### src/rgc_pkg.sv
// Purpose: shared constants and types for the remote gauge control block
// Assumes: 250 MHz pclk, 32-bit APB register access
// Notes: remote lines arrive raw and active low, idle high
`default_nettype none
package rgc_pkg;
	localparam int CNT_W = 24;
	localparam int ADDR_W = 12;
	localparam int CFG_W = 5;
	localparam int CMD_W = 6;
	localparam int NRI = 10;
	localparam int BLK_W = 9;

	// Times in their own units, counts derived from the clock rate
	localparam int CLK_KHZ = 250000;
	localparam int STABLE_MS = 35;
	localparam int STABLE_CYC_DEF = STABLE_MS * CLK_KHZ;
	localparam int MS_CYC_DEF = CLK_KHZ;
	localparam logic [BLK_W-1:0] BLINK_MS = 9'h0FA;

	localparam logic [ADDR_W-1:0] OFF_CMD = 12'h000;
	localparam logic [ADDR_W-1:0] OFF_CFG = 12'h004;
	localparam logic [ADDR_W-1:0] OFF_DGT = 12'h008;
	localparam logic [ADDR_W-1:0] OFF_STAT = 12'h00C;

	// Command bits, write-only pulses from the computer link
	localparam int CMD_G1_ON = 0;
	localparam int CMD_G1_OFF = 1;
	localparam int CMD_G2_ON = 2;
	localparam int CMD_G2_OFF = 3;
	localparam int CMD_DG_ON = 4;
	localparam int CMD_DG_OFF = 5;

	// Configuration bits
	localparam int CFG_HOST = 0;
	localparam int CFG_CATH_LSB = 1;
	localparam int CFG_RNG_LSB = 3;
	localparam logic [CFG_W-1:0] CFG_RST = 5'h00;
	localparam logic [CNT_W-1:0] DGT_RST = 24'h0927C0;

	// Status bits
	localparam int ST_GAUGE_LSB = 0;
	localparam int ST_DEGAS = 2;
	localparam int ST_FAULT = 3;
	localparam int ST_CATH_LSB = 4;
	localparam int ST_RNG_LSB = 6;
	localparam int ST_LED = 8;
	localparam int ST_SRC_LSB = 9;
	localparam int ST_LVL_LSB = 16;

	typedef enum logic [1:0] {
		SRC_PANEL = 2'b00,
		SRC_REMOTE = 2'b01,
		SRC_HOST = 2'b10
	} rgc_src_t;

	typedef struct packed {
		logic gauge_one_n;
		logic gauge_two_n;
		logic degas_n;
		logic gauge_inhibit_line_n;
		logic kb_disable_n;
		logic remote_enable_n;
		logic backup_cath_one_n;
		logic backup_cath_two_n;
		logic lowrange_one_n;
		logic lowrange_two_n;
	} rgc_rin_t;

	typedef struct packed {
		logic btn_gauge_one;
		logic btn_gauge_two;
		logic btn_degas;
		logic [1:0] sw_cath_backup;
		logic [1:0] sw_range_low;
	} rgc_panel_t;

	typedef struct packed {
		logic [1:0] press_ok;
		logic [1:0] degas_ok;
		logic [1:0] aux_on;
		logic [1:0] aux_off;
		logic fault;
	} rgc_gauge_in_t;

	typedef struct packed {
		logic gauge_one_on;
		logic gauge_two_on;
		logic degas_on;
		logic fault;
	} rgc_relay_t;

	typedef struct packed {
		logic [1:0] cath_backup;
		logic [1:0] range_low;
		logic remote_led;
	} rgc_param_t;

	typedef struct packed {
		logic [1:0] gauge_on;
		logic degas;
		logic [CNT_W-1:0] dg_cnt;
		logic [CFG_W-1:0] cfg;
		logic [CNT_W-1:0] dgt;
		logic [31:0] prdata;
		logic fault;
		logic [1:0] cath;
		logic [1:0] rng;
		logic led;
	} rgc_st_t;

	typedef struct packed {
		logic s1;
		logic s2;
		logic lvl;
		logic [CNT_W-1:0] cnt;
		logic rise;
		logic fall;
	} rgc_qst_t;

	typedef struct packed {
		logic [CNT_W-1:0] cnt;
		logic ms_tick;
		logic [BLK_W-1:0] bcnt;
		logic blink;
	} rgc_tst_t;

	// Parameter source priority: remote, then computer link, then panel
	function automatic logic sel_param(rgc_src_t src, logic rem, logic host,
			logic pnl);
		logic r;
		r = pnl;
		if (src == SRC_REMOTE) begin
			r = rem;
		end else if (src == SRC_HOST) begin
			r = host;
		end
		return r;
	endfunction
endpackage
`default_nettype wire

### src/rgc_qual.sv
// Purpose: synchronise one remote line and qualify its transitions
// Assumes: line idles high; stable_cyc is at least one
// Notes: rise/fall pulse only after the old level held stable_cyc cycles
`default_nettype none
module rgc_qual
	import rgc_pkg::*;
(
	input wire logic pclk,
	input wire logic presetn,
	input wire logic raw,
	input wire logic [CNT_W-1:0] stable_cyc,
	output logic lvl,
	output logic rise,
	output logic fall
);
	rgc_qst_t st_reg;
	rgc_qst_t st_next;

	always_comb begin
		st_next = st_reg;
		st_next.s1 = raw;
		st_next.s2 = st_reg.s1;
		st_next.rise = 1'b0;
		st_next.fall = 1'b0;
		if (st_reg.s2 != st_reg.lvl) begin
			// Any change restarts the count; it acts only if the old level was stable
			st_next.lvl = st_reg.s2;
			st_next.cnt = '0;
			st_next.rise = st_reg.s2 && (st_reg.cnt >= stable_cyc);
			st_next.fall = !st_reg.s2 && (st_reg.cnt >= stable_cyc);
		end else if (st_reg.cnt < stable_cyc) begin
			st_next.cnt = st_reg.cnt + CNT_W'(1);
		end
	end

	always_ff @(posedge pclk or negedge presetn) begin
		if (!presetn) begin
			st_reg <= '{s1: 1'b1, s2: 1'b1, lvl: 1'b1, cnt: '0,
				rise: 1'b0, fall: 1'b0};
		end else begin
			st_reg <= st_next;
		end
	end

	assign lvl = st_reg.lvl;
	assign rise = st_reg.rise;
	assign fall = st_reg.fall;
endmodule
`default_nettype wire

### src/rgc_tick.sv
// Purpose: millisecond enable pulse and indicator flash level
// Assumes: ms_cyc is at least one
// Notes: flash half period is BLINK_MS milliseconds
`default_nettype none
module rgc_tick
	import rgc_pkg::*;
(
	input wire logic pclk,
	input wire logic presetn,
	input wire logic [CNT_W-1:0] ms_cyc,
	output logic ms_tick,
	output logic blink
);
	rgc_tst_t st_reg;
	rgc_tst_t st_next;

	always_comb begin
		st_next = st_reg;
		st_next.ms_tick = 1'b0;
		if (st_reg.cnt + CNT_W'(1) >= ms_cyc) begin
			st_next.cnt = '0;
			st_next.ms_tick = 1'b1;
		end else begin
			st_next.cnt = st_reg.cnt + CNT_W'(1);
		end
		if (st_reg.ms_tick) begin
			if (st_reg.bcnt + BLK_W'(1) >= BLINK_MS) begin
				st_next.bcnt = '0;
				st_next.blink = !st_reg.blink;
			end else begin
				st_next.bcnt = st_reg.bcnt + BLK_W'(1);
			end
		end
	end

	always_ff @(posedge pclk or negedge presetn) begin
		if (!presetn) begin
			st_reg <= '0;
		end else begin
			st_reg <= st_next;
		end
	end

	assign ms_tick = st_reg.ms_tick;
	assign blink = st_reg.blink;
endmodule
`default_nettype wire

### src/rgc_top.sv
// Purpose: remote input control of two ion gauges, degas and parameters
// Assumes: APB3 slave, zero wait states, one aligned word per register
// Notes: computer link commands arrive through the command register
//
// Decided for this implementation: the APB slave port and the register addresses.
`default_nettype none
module rgc_top
	import rgc_pkg::*;
#(
	parameter logic [CNT_W-1:0] STABLE_CYC = CNT_W'(STABLE_CYC_DEF),
	parameter logic [CNT_W-1:0] MS_CYC = CNT_W'(MS_CYC_DEF)
) (
	input wire logic pclk,
	input wire logic presetn,
	input wire logic psel,
	input wire logic penable,
	input wire logic pwrite,
	input wire logic [ADDR_W-1:0] paddr,
	input wire logic [31:0] pwdata,
	output logic [31:0] prdata,
	output logic pready,
	output logic pslverr,
	input wire rgc_rin_t remote_n,
	input wire rgc_panel_t panel,
	input wire rgc_gauge_in_t gauge_in,
	output rgc_relay_t relay,
	output rgc_param_t param
);
	rgc_st_t st_reg;
	rgc_st_t st_next;
	rgc_rin_t lvl;
	rgc_rin_t rise;
	rgc_rin_t fall;
	logic ms_tick;
	logic blink;
	logic apb_wr;
	logic apb_rd_setup;
	logic hit;
	logic [CMD_W-1:0] host_cmd;
	logic inhibit;
	logic kb_en;
	logic [1:0] rq_on;
	logic [1:0] rq_off;
	logic [1:0] on_ok;
	logic [1:0] g_next;
	logic dg_start_rq;
	logic dg_stop_rq;
	logic dg_allowed;
	logic dg_expire;
	rgc_src_t src;
	logic [31:0] rdata;

	function automatic logic addr_hit(logic [ADDR_W-1:0] a);
		return (a == OFF_CMD) || (a == OFF_CFG) || (a == OFF_DGT) ||
			(a == OFF_STAT);
	endfunction

	genvar gi;
	generate
		for (gi = 0; gi < NRI; gi++) begin : g_qual
			rgc_qual u_qual (
				.pclk(pclk),
				.presetn(presetn),
				.raw(remote_n[gi]),
				.stable_cyc(STABLE_CYC),
				.lvl(lvl[gi]),
				.rise(rise[gi]),
				.fall(fall[gi])
			);
		end
	endgenerate

	rgc_tick u_tick (
		.pclk(pclk),
		.presetn(presetn),
		.ms_cyc(MS_CYC),
		.ms_tick(ms_tick),
		.blink(blink)
	);

	// Zero wait states; unmapped offsets answer with an error
	assign pready = 1'b1;
	assign hit = addr_hit(paddr);
	assign pslverr = psel && penable && !hit;
	assign apb_wr = psel && penable && pwrite && hit;
	assign apb_rd_setup = psel && !penable && !pwrite;
	assign host_cmd = (apb_wr && paddr == OFF_CMD) ?
		pwdata[CMD_W-1:0] : '0;

	// Lines read high when open, so a low level is the active one
	assign inhibit = !lvl.gauge_inhibit_line_n;
	assign kb_en = lvl.kb_disable_n;

	// Turn-on and turn-off requests from every source; remote lines by edge, panel and aux by level
	always_comb begin
		rq_on[0] = fall.gauge_one_n || gauge_in.aux_on[0] ||
			host_cmd[CMD_G1_ON] ||
			(kb_en && panel.btn_gauge_one && !st_reg.gauge_on[0]);
		rq_on[1] = fall.gauge_two_n || gauge_in.aux_on[1] ||
			host_cmd[CMD_G2_ON] ||
			(kb_en && panel.btn_gauge_two && !st_reg.gauge_on[1]);
		rq_off[0] = rise.gauge_one_n || gauge_in.aux_off[0] ||
			host_cmd[CMD_G1_OFF] ||
			(kb_en && panel.btn_gauge_one && st_reg.gauge_on[0]);
		rq_off[1] = rise.gauge_two_n || gauge_in.aux_off[1] ||
			host_cmd[CMD_G2_OFF] ||
			(kb_en && panel.btn_gauge_two && st_reg.gauge_on[1]);
		on_ok = rq_on & gauge_in.press_ok & {2{!inhibit}};
	end

	always_comb begin
		g_next = st_reg.gauge_on & ~rq_off;
		// Gauge one wins a simultaneous turn-on of both
		if (on_ok[0]) begin
			g_next = 2'b01;
		end else if (on_ok[1]) begin
			g_next = 2'b10;
		end
		if (inhibit) begin
			g_next = 2'b00;
		end
	end

	// Degas, tied to whichever gauge is on
	assign dg_allowed = |(g_next & gauge_in.degas_ok);
	assign dg_expire = st_reg.degas && ms_tick &&
		(st_reg.dg_cnt <= CNT_W'(1));
	assign dg_start_rq = fall.degas_n || host_cmd[CMD_DG_ON] ||
		(kb_en && panel.btn_degas && !st_reg.degas);
	assign dg_stop_rq = rise.degas_n || host_cmd[CMD_DG_OFF] ||
		(kb_en && panel.btn_degas && st_reg.degas) || dg_expire;

	always_comb begin
		if (!lvl.remote_enable_n) begin
			src = SRC_REMOTE;
		end else if (st_reg.cfg[CFG_HOST]) begin
			src = SRC_HOST;
		end else begin
			src = SRC_PANEL;
		end
	end

	always_comb begin
		rdata = '0;
		unique case (paddr)
			OFF_CFG: rdata[CFG_W-1:0] = st_reg.cfg;
			OFF_DGT: rdata[CNT_W-1:0] = st_reg.dgt;
			OFF_STAT: begin
				rdata[ST_GAUGE_LSB +: 2] = st_reg.gauge_on;
				rdata[ST_DEGAS] = st_reg.degas;
				rdata[ST_FAULT] = st_reg.fault;
				rdata[ST_CATH_LSB +: 2] = st_reg.cath;
				rdata[ST_RNG_LSB +: 2] = st_reg.rng;
				rdata[ST_LED] = st_reg.led;
				rdata[ST_SRC_LSB +: 2] = src;
				rdata[ST_LVL_LSB +: NRI] = lvl;
			end
			default: rdata = '0;
		endcase
	end

	always_comb begin
		st_next = st_reg;
		st_next.gauge_on = g_next;
		if (!(|g_next) || (st_reg.degas && dg_stop_rq)) begin
			st_next.degas = 1'b0;
		end else if (!st_reg.degas && dg_start_rq && dg_allowed) begin
			st_next.degas = 1'b1;
			st_next.dg_cnt = st_reg.dgt;
		end else if (st_reg.degas && ms_tick) begin
			st_next.dg_cnt = st_reg.dg_cnt - CNT_W'(1);
		end
		if (apb_wr && paddr == OFF_CFG) begin
			st_next.cfg = pwdata[CFG_W-1:0];
		end
		if (apb_wr && paddr == OFF_DGT) begin
			st_next.dgt = pwdata[CNT_W-1:0];
		end
		if (apb_rd_setup) begin
			st_next.prdata = rdata;
		end
		st_next.fault = gauge_in.fault;
		st_next.cath[0] = sel_param(src, !lvl.backup_cath_one_n,
			st_reg.cfg[CFG_CATH_LSB], panel.sw_cath_backup[0]);
		st_next.cath[1] = sel_param(src, !lvl.backup_cath_two_n,
			st_reg.cfg[CFG_CATH_LSB + 1], panel.sw_cath_backup[1]);
		st_next.rng[0] = sel_param(src, !lvl.lowrange_one_n,
			st_reg.cfg[CFG_RNG_LSB], panel.sw_range_low[0]);
		st_next.rng[1] = sel_param(src, !lvl.lowrange_two_n,
			st_reg.cfg[CFG_RNG_LSB + 1], panel.sw_range_low[1]);
		st_next.led = (src == SRC_REMOTE) ||
			((src == SRC_HOST) && blink);
	end

	always_ff @(posedge pclk or negedge presetn) begin
		if (!presetn) begin
			st_reg <= '{gauge_on: 2'b00, degas: 1'b0, dg_cnt: '0,
				cfg: CFG_RST, dgt: DGT_RST, prdata: '0, fault: 1'b0,
				cath: 2'b00, rng: 2'b00, led: 1'b0};
		end else begin
			st_reg <= st_next;
		end
	end

	assign prdata = st_reg.prdata;
	assign relay.gauge_one_on = st_reg.gauge_on[0];
	assign relay.gauge_two_on = st_reg.gauge_on[1];
	assign relay.degas_on = st_reg.degas;
	assign relay.fault = st_reg.fault;
	assign param.cath_backup = st_reg.cath;
	assign param.range_low = st_reg.rng;
	assign param.remote_led = st_reg.led;
endmodule
`default_nettype wire

### config.mk
export PLATFORM = sky130hd
export DESIGN_NAME = rgc_top
export DESIGN_NICKNAME = d
export VERILOG_FILES = /design/src/rgc_pkg.sv /design/src/rgc_qual.sv /design/src/rgc_tick.sv /design/src/rgc_top.sv
export SDC_FILE = /design/constraint.sdc
export NUM_CORES = 1
export LEC_CHECK = 0
export ABC_AREA = 1
export ABC_CLOCK_PERIOD_IN_PS = 5850
export BUFFER_PORTS_ARGS = -buffer_cell sky130_fd_sc_hd__buf_2
export CAP_MARGIN = 10
export CORE_UTILIZATION = 55
export CTS_BUF_LIST = sky130_fd_sc_hd__clkbuf_16
export CTS_CLUSTER_DIAMETER = 100
export DETAILED_ROUTE_END_ITERATION = 8
export PLACE_DENSITY = 0.73
export RECOVER_POWER = 25
export SLEW_MARGIN = 20
export SYNTH_ARGS = -nofsm -noshare
export SYNTH_HDL_FRONTEND = slang
export SYNTH_SLANG_ARGS = --single-unit
### constraint.sdc
create_clock -name pclk -period 5.85 [get_ports pclk]
set_clock_uncertainty 0.15 [all_clocks]
set_input_delay 1.17 -clock pclk [delete_from_list [all_inputs] [get_ports pclk]]
set_output_delay 1.17 -clock pclk [all_outputs]
set_load 0.02 [all_outputs]
== Yosys cells after proc, flatten, opt, wreduce, memory -nomap -nowiden ==
Index checks and enable logic that the tools add are counted.

* Register bits after elaboration: 231
* Bits in latches: 0
* RAM bits: 0
* ROM bits: 0
* Output and inout bits: 43
* Word-level logic and storage cells: 201
* Memories: 0

* Add/sub/neg operators: 6
* $mul: 0
* Div/mod/pow operators: 0
* Magnitude comparators: 9
* Equality and inequality tests: 15
* Shifts and indexed selects: 0
* Multiplexer cells: 35
* Bitwise logic cells: 6
* Reductions and logical operators: 77

{| class="wikitable"
|+ Operators with widths
! kind !! number
|-
| 24-bit two-way mux || 9
|-
| 24-bit by 1-bit adder with 24-bit output (second input constant) || 4
|-
| 24-bit >= comparator (second input constant) || 3
|-
| 24-bit < comparator (second input constant) || 3
|-
| 1-bit logical AND || 30
|-
| 12-bit by 4-bit == test with 1-bit output (second input constant) || 2
|-
| 24-bit by 18-bit >= comparator with 1-bit output (second input constant) || 1
|-
| 24-bit by 1-bit <= comparator with 1-bit output (second input constant) || 1
|-
| 24-bit by 1-bit subtractor with 24-bit output (second input constant) || 1
|-
| 1-bit logical OR || 22
|-
| 2-bit two-way mux || 9
|-
| 8-bit case mux with 2 select lines || 1
|-
| 1-bit zero test || 15
|-
| 5-bit case mux with 3 select lines || 1
|-
| 12-bit by 3-bit == test with 1-bit output (second input constant) || 1
|-
| 12-bit zero test || 1
|-
| 6-bit case mux with 2 select lines || 1
|-
| 1-bit two-way mux || 11
|-
| 1-bit != test || 10
|-
| 2-bit nonzero test || 5
|-
| 9-bit by 1-bit adder with 9-bit output (second input constant) || 1
|-
| 9-bit by 8-bit >= comparator with 1-bit output (second input constant) || 1
|-
| 9-bit two-way mux || 1
|-
| 2-bit bitwise AND || 4
|-
| 8 further kinds || 10
|}

== Logic depth before layout (Yosys ltp) ==
* Word-level depth: 19
* Gate-level depth with buffers: 16
* Gate-level depth less buffers: 15

== By module ==
Synthesis repeated with hierarchy kept, for this count alone.

* Cells, all modules: 4989
* Area, all modules: 34376.7 µm²

{| class="wikitable"
|+ By module, submodules not included
! module !! times used !! cells an instance !! area an instance (µm²)
|-
| rgc_qual at g_qual[0].u_qual ... || 9 || 397 || 2642.5
|-
| rgc_top || 1 || 639 || 5094.9
|-
| rgc_tick || 1 || 383 || 2786.4
|-
| rgc_qual at g_qual[7].u_qual || 1 || 394 || 2712.6
|}

== Worst setup path after synthesis ==
Ideal clock, no wire load.

* Path type: input to output
* Start point: input port paddr[11]
* End point: output port pslverr
* Arrival: 1999 ps
* Setup slack: 2531 ps
* Stages: 5
* Cells stage by stage: nor2_1 nand2_1 nor2_4 buf_1 a21oi_1

* Cells in the longest elaborated chain, start to end: 6
* Elaborated cells on any way between the ends: 9

{| class="wikitable"
|+ RTL lines
! element !! line !! source
|-
| from (decl) || rgc_top.sv:18 || <nowiki>input wire logic [ADDR_W-1:0] paddr,</nowiki>
|-
| 12-bit by 3-bit == test with 1-bit output / 12-bit zero test (equally long branches) || rgc_top.sv:54 || <nowiki>return (a == OFF_CMD) || (a == OFF_CFG) || (a == OFF_DGT) ||</nowiki>
|-
| 1-bit logical OR (2 in series) || rgc_top.sv:54 ||
|-
| 1-bit logical OR (*) || rgc_top.sv:54 ||
|-
| 1-bit zero test (*) || rgc_top.sv:84 || <nowiki>assign pslverr = psel && penable && !hit;</nowiki>
|-
| 1-bit logical AND (*) || rgc_top.sv:84 ||
|-
| to (decl) || rgc_top.sv:22 || <nowiki>output logic pslverr,</nowiki>
|}

Mark *: on every way between the ends. The rest lies on a longest branch, timed or not.

== Worst setup path after layout ==
Ends and elaborated chain as after synthesis.

==> results.yml <==
min_path:
  min_from: "g_qual[1].u_qual.st_reg[27]"
  whs_endpoint: "g_qual[1].u_qual.lvl"
  hold-path-cell-count: 0
  min_path_type: "reg -> reg"
synthesis:
  avgSynthCellArea_um2: 8.01
  syn_area_um2: 12600
  yosys-top-cells-area: "dfrtp_1, nand2_1, dfstp_2, inv_1, nor2_1"
  synth.yosys.seq_area_share: 0.462
  yosysTopAreaCell: "dfrtp_1"
  synth.distinct_cells: 55
  netlist_instances: 1577
  synth_ff_type: "dfrtp_1"
  synth_top_area_frac: 0.382
  synth_edf_count: 0
  async_flop_share: 1.00
  ys_ff_latch: 231
  yosysWarnings: 0
floorplanning:
  die_x_um: 154
  dieArea_um2: 23600
  start_util: 0.559
  top_level_ports: 118
  die_y_um: 154
  row_count: 55
  core_region_area_um2: 22600
clock_network:
  cts_setup_buffers: 0
  cts_buffers: 26
  cts-root-buf: "clkbuf_16"
  hold_buffers: 0
  clkTransAtPathRegs_ns: 0.06
  clockBufferDepth: 3
  cts.sink_count: 231
  cts_repair_resize_count: 0
  clk_latency_ns: 0.55
  cts_tree: "done"
  h-tree-depth: 1
placement:
  place_ws_ns: 1.94
  dp_cells: 1887
  port_buffers: 102
  postPlaceCellArea_um2: 13000
  dp_hpwl_um: 21300
  gp_congestion: 0.918
worst_setup_path:
  cp_max_fo: 14
  required_ns: 4.53
  critical_path_arrival_ns: 2.07
  rr_endpoint: "g_qual[9].u_qual.st_reg[19]"
  r2r_cells: 5
  r2r-start: "g_qual[9].u_qual.st_reg[27]"
  regToRegSetupSlack_ns: 2.95
  worstSetupPathType: "in -> out"
  start_kind: "input port"
  critical_path.endpoint_type: "primary output"
detailed_routing:
  routed-via-count: 10528
  wl_met3_um: 1600
  met1_length_um: 13000
  wl_met2_um: 14300
  wl_per_cell_um: 15.5
  first_pass_iters: 7
  drc: 0
  vias_per_cell: 5.44
  top_layer: "met5"
  drt_wl_total_um: 30000
  drt_iter0_drc: 703
  postRouteAntennaNets: 0
outcome:
  violations: "capacitance limit, slew limit"
  status: "finished with violations"
pwr:
  vdd_drop_max_mv: 0.235
  p_sw_mw: 1.24
  p_seq_frac: 0.447
  share_comb_of_total_power: 0.169
  p_sw_frac: 0.295
  powerDensity_nw_per_um2: 301
  intPower_mw: 2.95
  p_leak_nw: 6.54
  p_clk_frac: 0.384
sta:
  setup_ws_ns: 2.46
  tightest_slew_ns: 2.45
  relSlewSlack: -0.636
  setup_viol: 0
  final_hold_viol_count: 0
  fmax_ghz: 0.295
  fin_crit_ns: 3.39
  setup_tns_ns: 0
  slew_violations: 96
  rsz0062_at_grt: "false"
  period_share: 0.580
finish:
  largest_reg_flops: 82
  drive_above_1_share: 0.139
  nets: 1717
  area_growth_pct: 10.0
  fin_area_um2: 13900
  final_core_util: 0.615
  stdcell_count: 1935
grt:
  antenna_found_initial: 3
  grt_pass1_wl_um: 50200
  grt_pass1_vias: 10352
  overflow: 0
  track_usage: 0.262
  grt_max_degree: 137
run:
  maxCapViolations: 1
[final cells by class]
| cell class | count | area [um2] |
|---|---|---|
| antenna | 1 | 2.50 |
| clock buffer | 26 | 651 |
| clock inverter | 21 | 193 |
| fill | 2031 | 8680 |
| inverter | 174 | 653 |
| multi-input combinational | 1090 | 5650 |
| sequential | 231 | 5830 |
| tap | 285 | 357 |
| timing repair buffer | 107 | 558 |
[worst max path at each step]
stage | from | end
detailed placement | paddr[11] | st_reg[75]
global route | presetn | u_tick.st_reg[25]
floorplan | paddr[11] | pslverr
finish | paddr[11] | pslverr
global placement | paddr[11] | st_reg[81]
CTS | paddr[11] | pslverr
[layout by cell type (no fill, tap or decap), types with 5 or more instances in the layout]
cell,count
buf_2,99
conb_1,13
dfstp_1,6
nor4_1,22
inv_1,173
o221ai_1,10
o21a_1,7
xnor2_1,11
o21ai_0,68
nand3_1,105
nand3_2,5
nand2_1,376
o31ai_1,28
or2_2,7
dfrtp_1,193
a21oi_1,47
dfstp_2,32
clkbuf_16,26
nor3_1,57
nor3_2,8
nand4_1,38
ha_1,12
clkinv_1,6
nand3b_1,6
o22ai_1,6
nor2_2,8
nor2_4,5
nor2_1,154
xor2_1,64
inv_2,5
[cell families (layout without fill, tap and decap cells)]
kind of cell / after synthesis / count (layout) / share of synthesized area
AO/OA/AOI/OAI: 179 / 179 / 0.0849
adder cells (fa/ha/maj): 12 / 12 / 0.0119
multiplexers: 3 / 3 / 0.00268
AND/OR/NAND/NOR: 807 / 807 / 0.290
flip-flops: 231 / 231 / 0.462
other: 2 / 14 / 0.000595
buffers and inverters: 267 / 328 / 0.0954
XOR/XNOR: 76 / 76 / 0.0527
[metal layers]
metal	vias up	track usage
li1	5192	-
met1	4994	0.338
met2	259	0.434
met3	79	0.0488
met4	4	0.108
met5	-	0
[worst max-delay path: stages]
cell and delay (ns):
buf_2 0.10, nor2_1 0.09, nand2_1 0.10, nor2_4 0.33
a21oi_1 0.11, buf_2 0.17
[per-stage QoR]
step           power, mW  hold slack (ns)
4_1_cts             4.23            0.206
5_1_grt             4.42            0.209
6_report            4.19            0.205
3_5_place_dp        2.59            0.197
2_1_floorplan       2.41            0.195
3_3_place_gp        2.57            0.196
[cell usage after synthesis, types with 5 or more instances]
cell type    n
xor2_1      65
o21ai_0     68
dfrtp_1    193
inv_1      167
xnor2_1     11
a21oi_1     47
nand3_2      5
nor4_1      22
ha_1        12
o221ai_1    10
nand4_1     38
nand3b_1     6
o31ai_1     28
nor2_2       8
clkbuf_1    37
nor3_2       7
nor2_1     154
dfstp_2     38
buf_2        6
buf_4       45
inv_2        5
o21a_1       7
or2_2        7
nand2_1    376
o22ai_1      6
nor3_1      58
nor2_4       5
nand3_1    105
[power by group through the flow]
stage / registers, mW / clock network [mW] / logic, mW
global placement: 1.89 / 0 / 0.677
global route: 1.89 / 1.70 / 0.827
CTS: 1.87 / 1.65 / 0.710
finish: 1.87 / 1.61 / 0.707
detailed placement: 1.89 / 0 / 0.702
floorplan: 1.86 / 0 / 0.556
(Power assumes the default switching activity.)
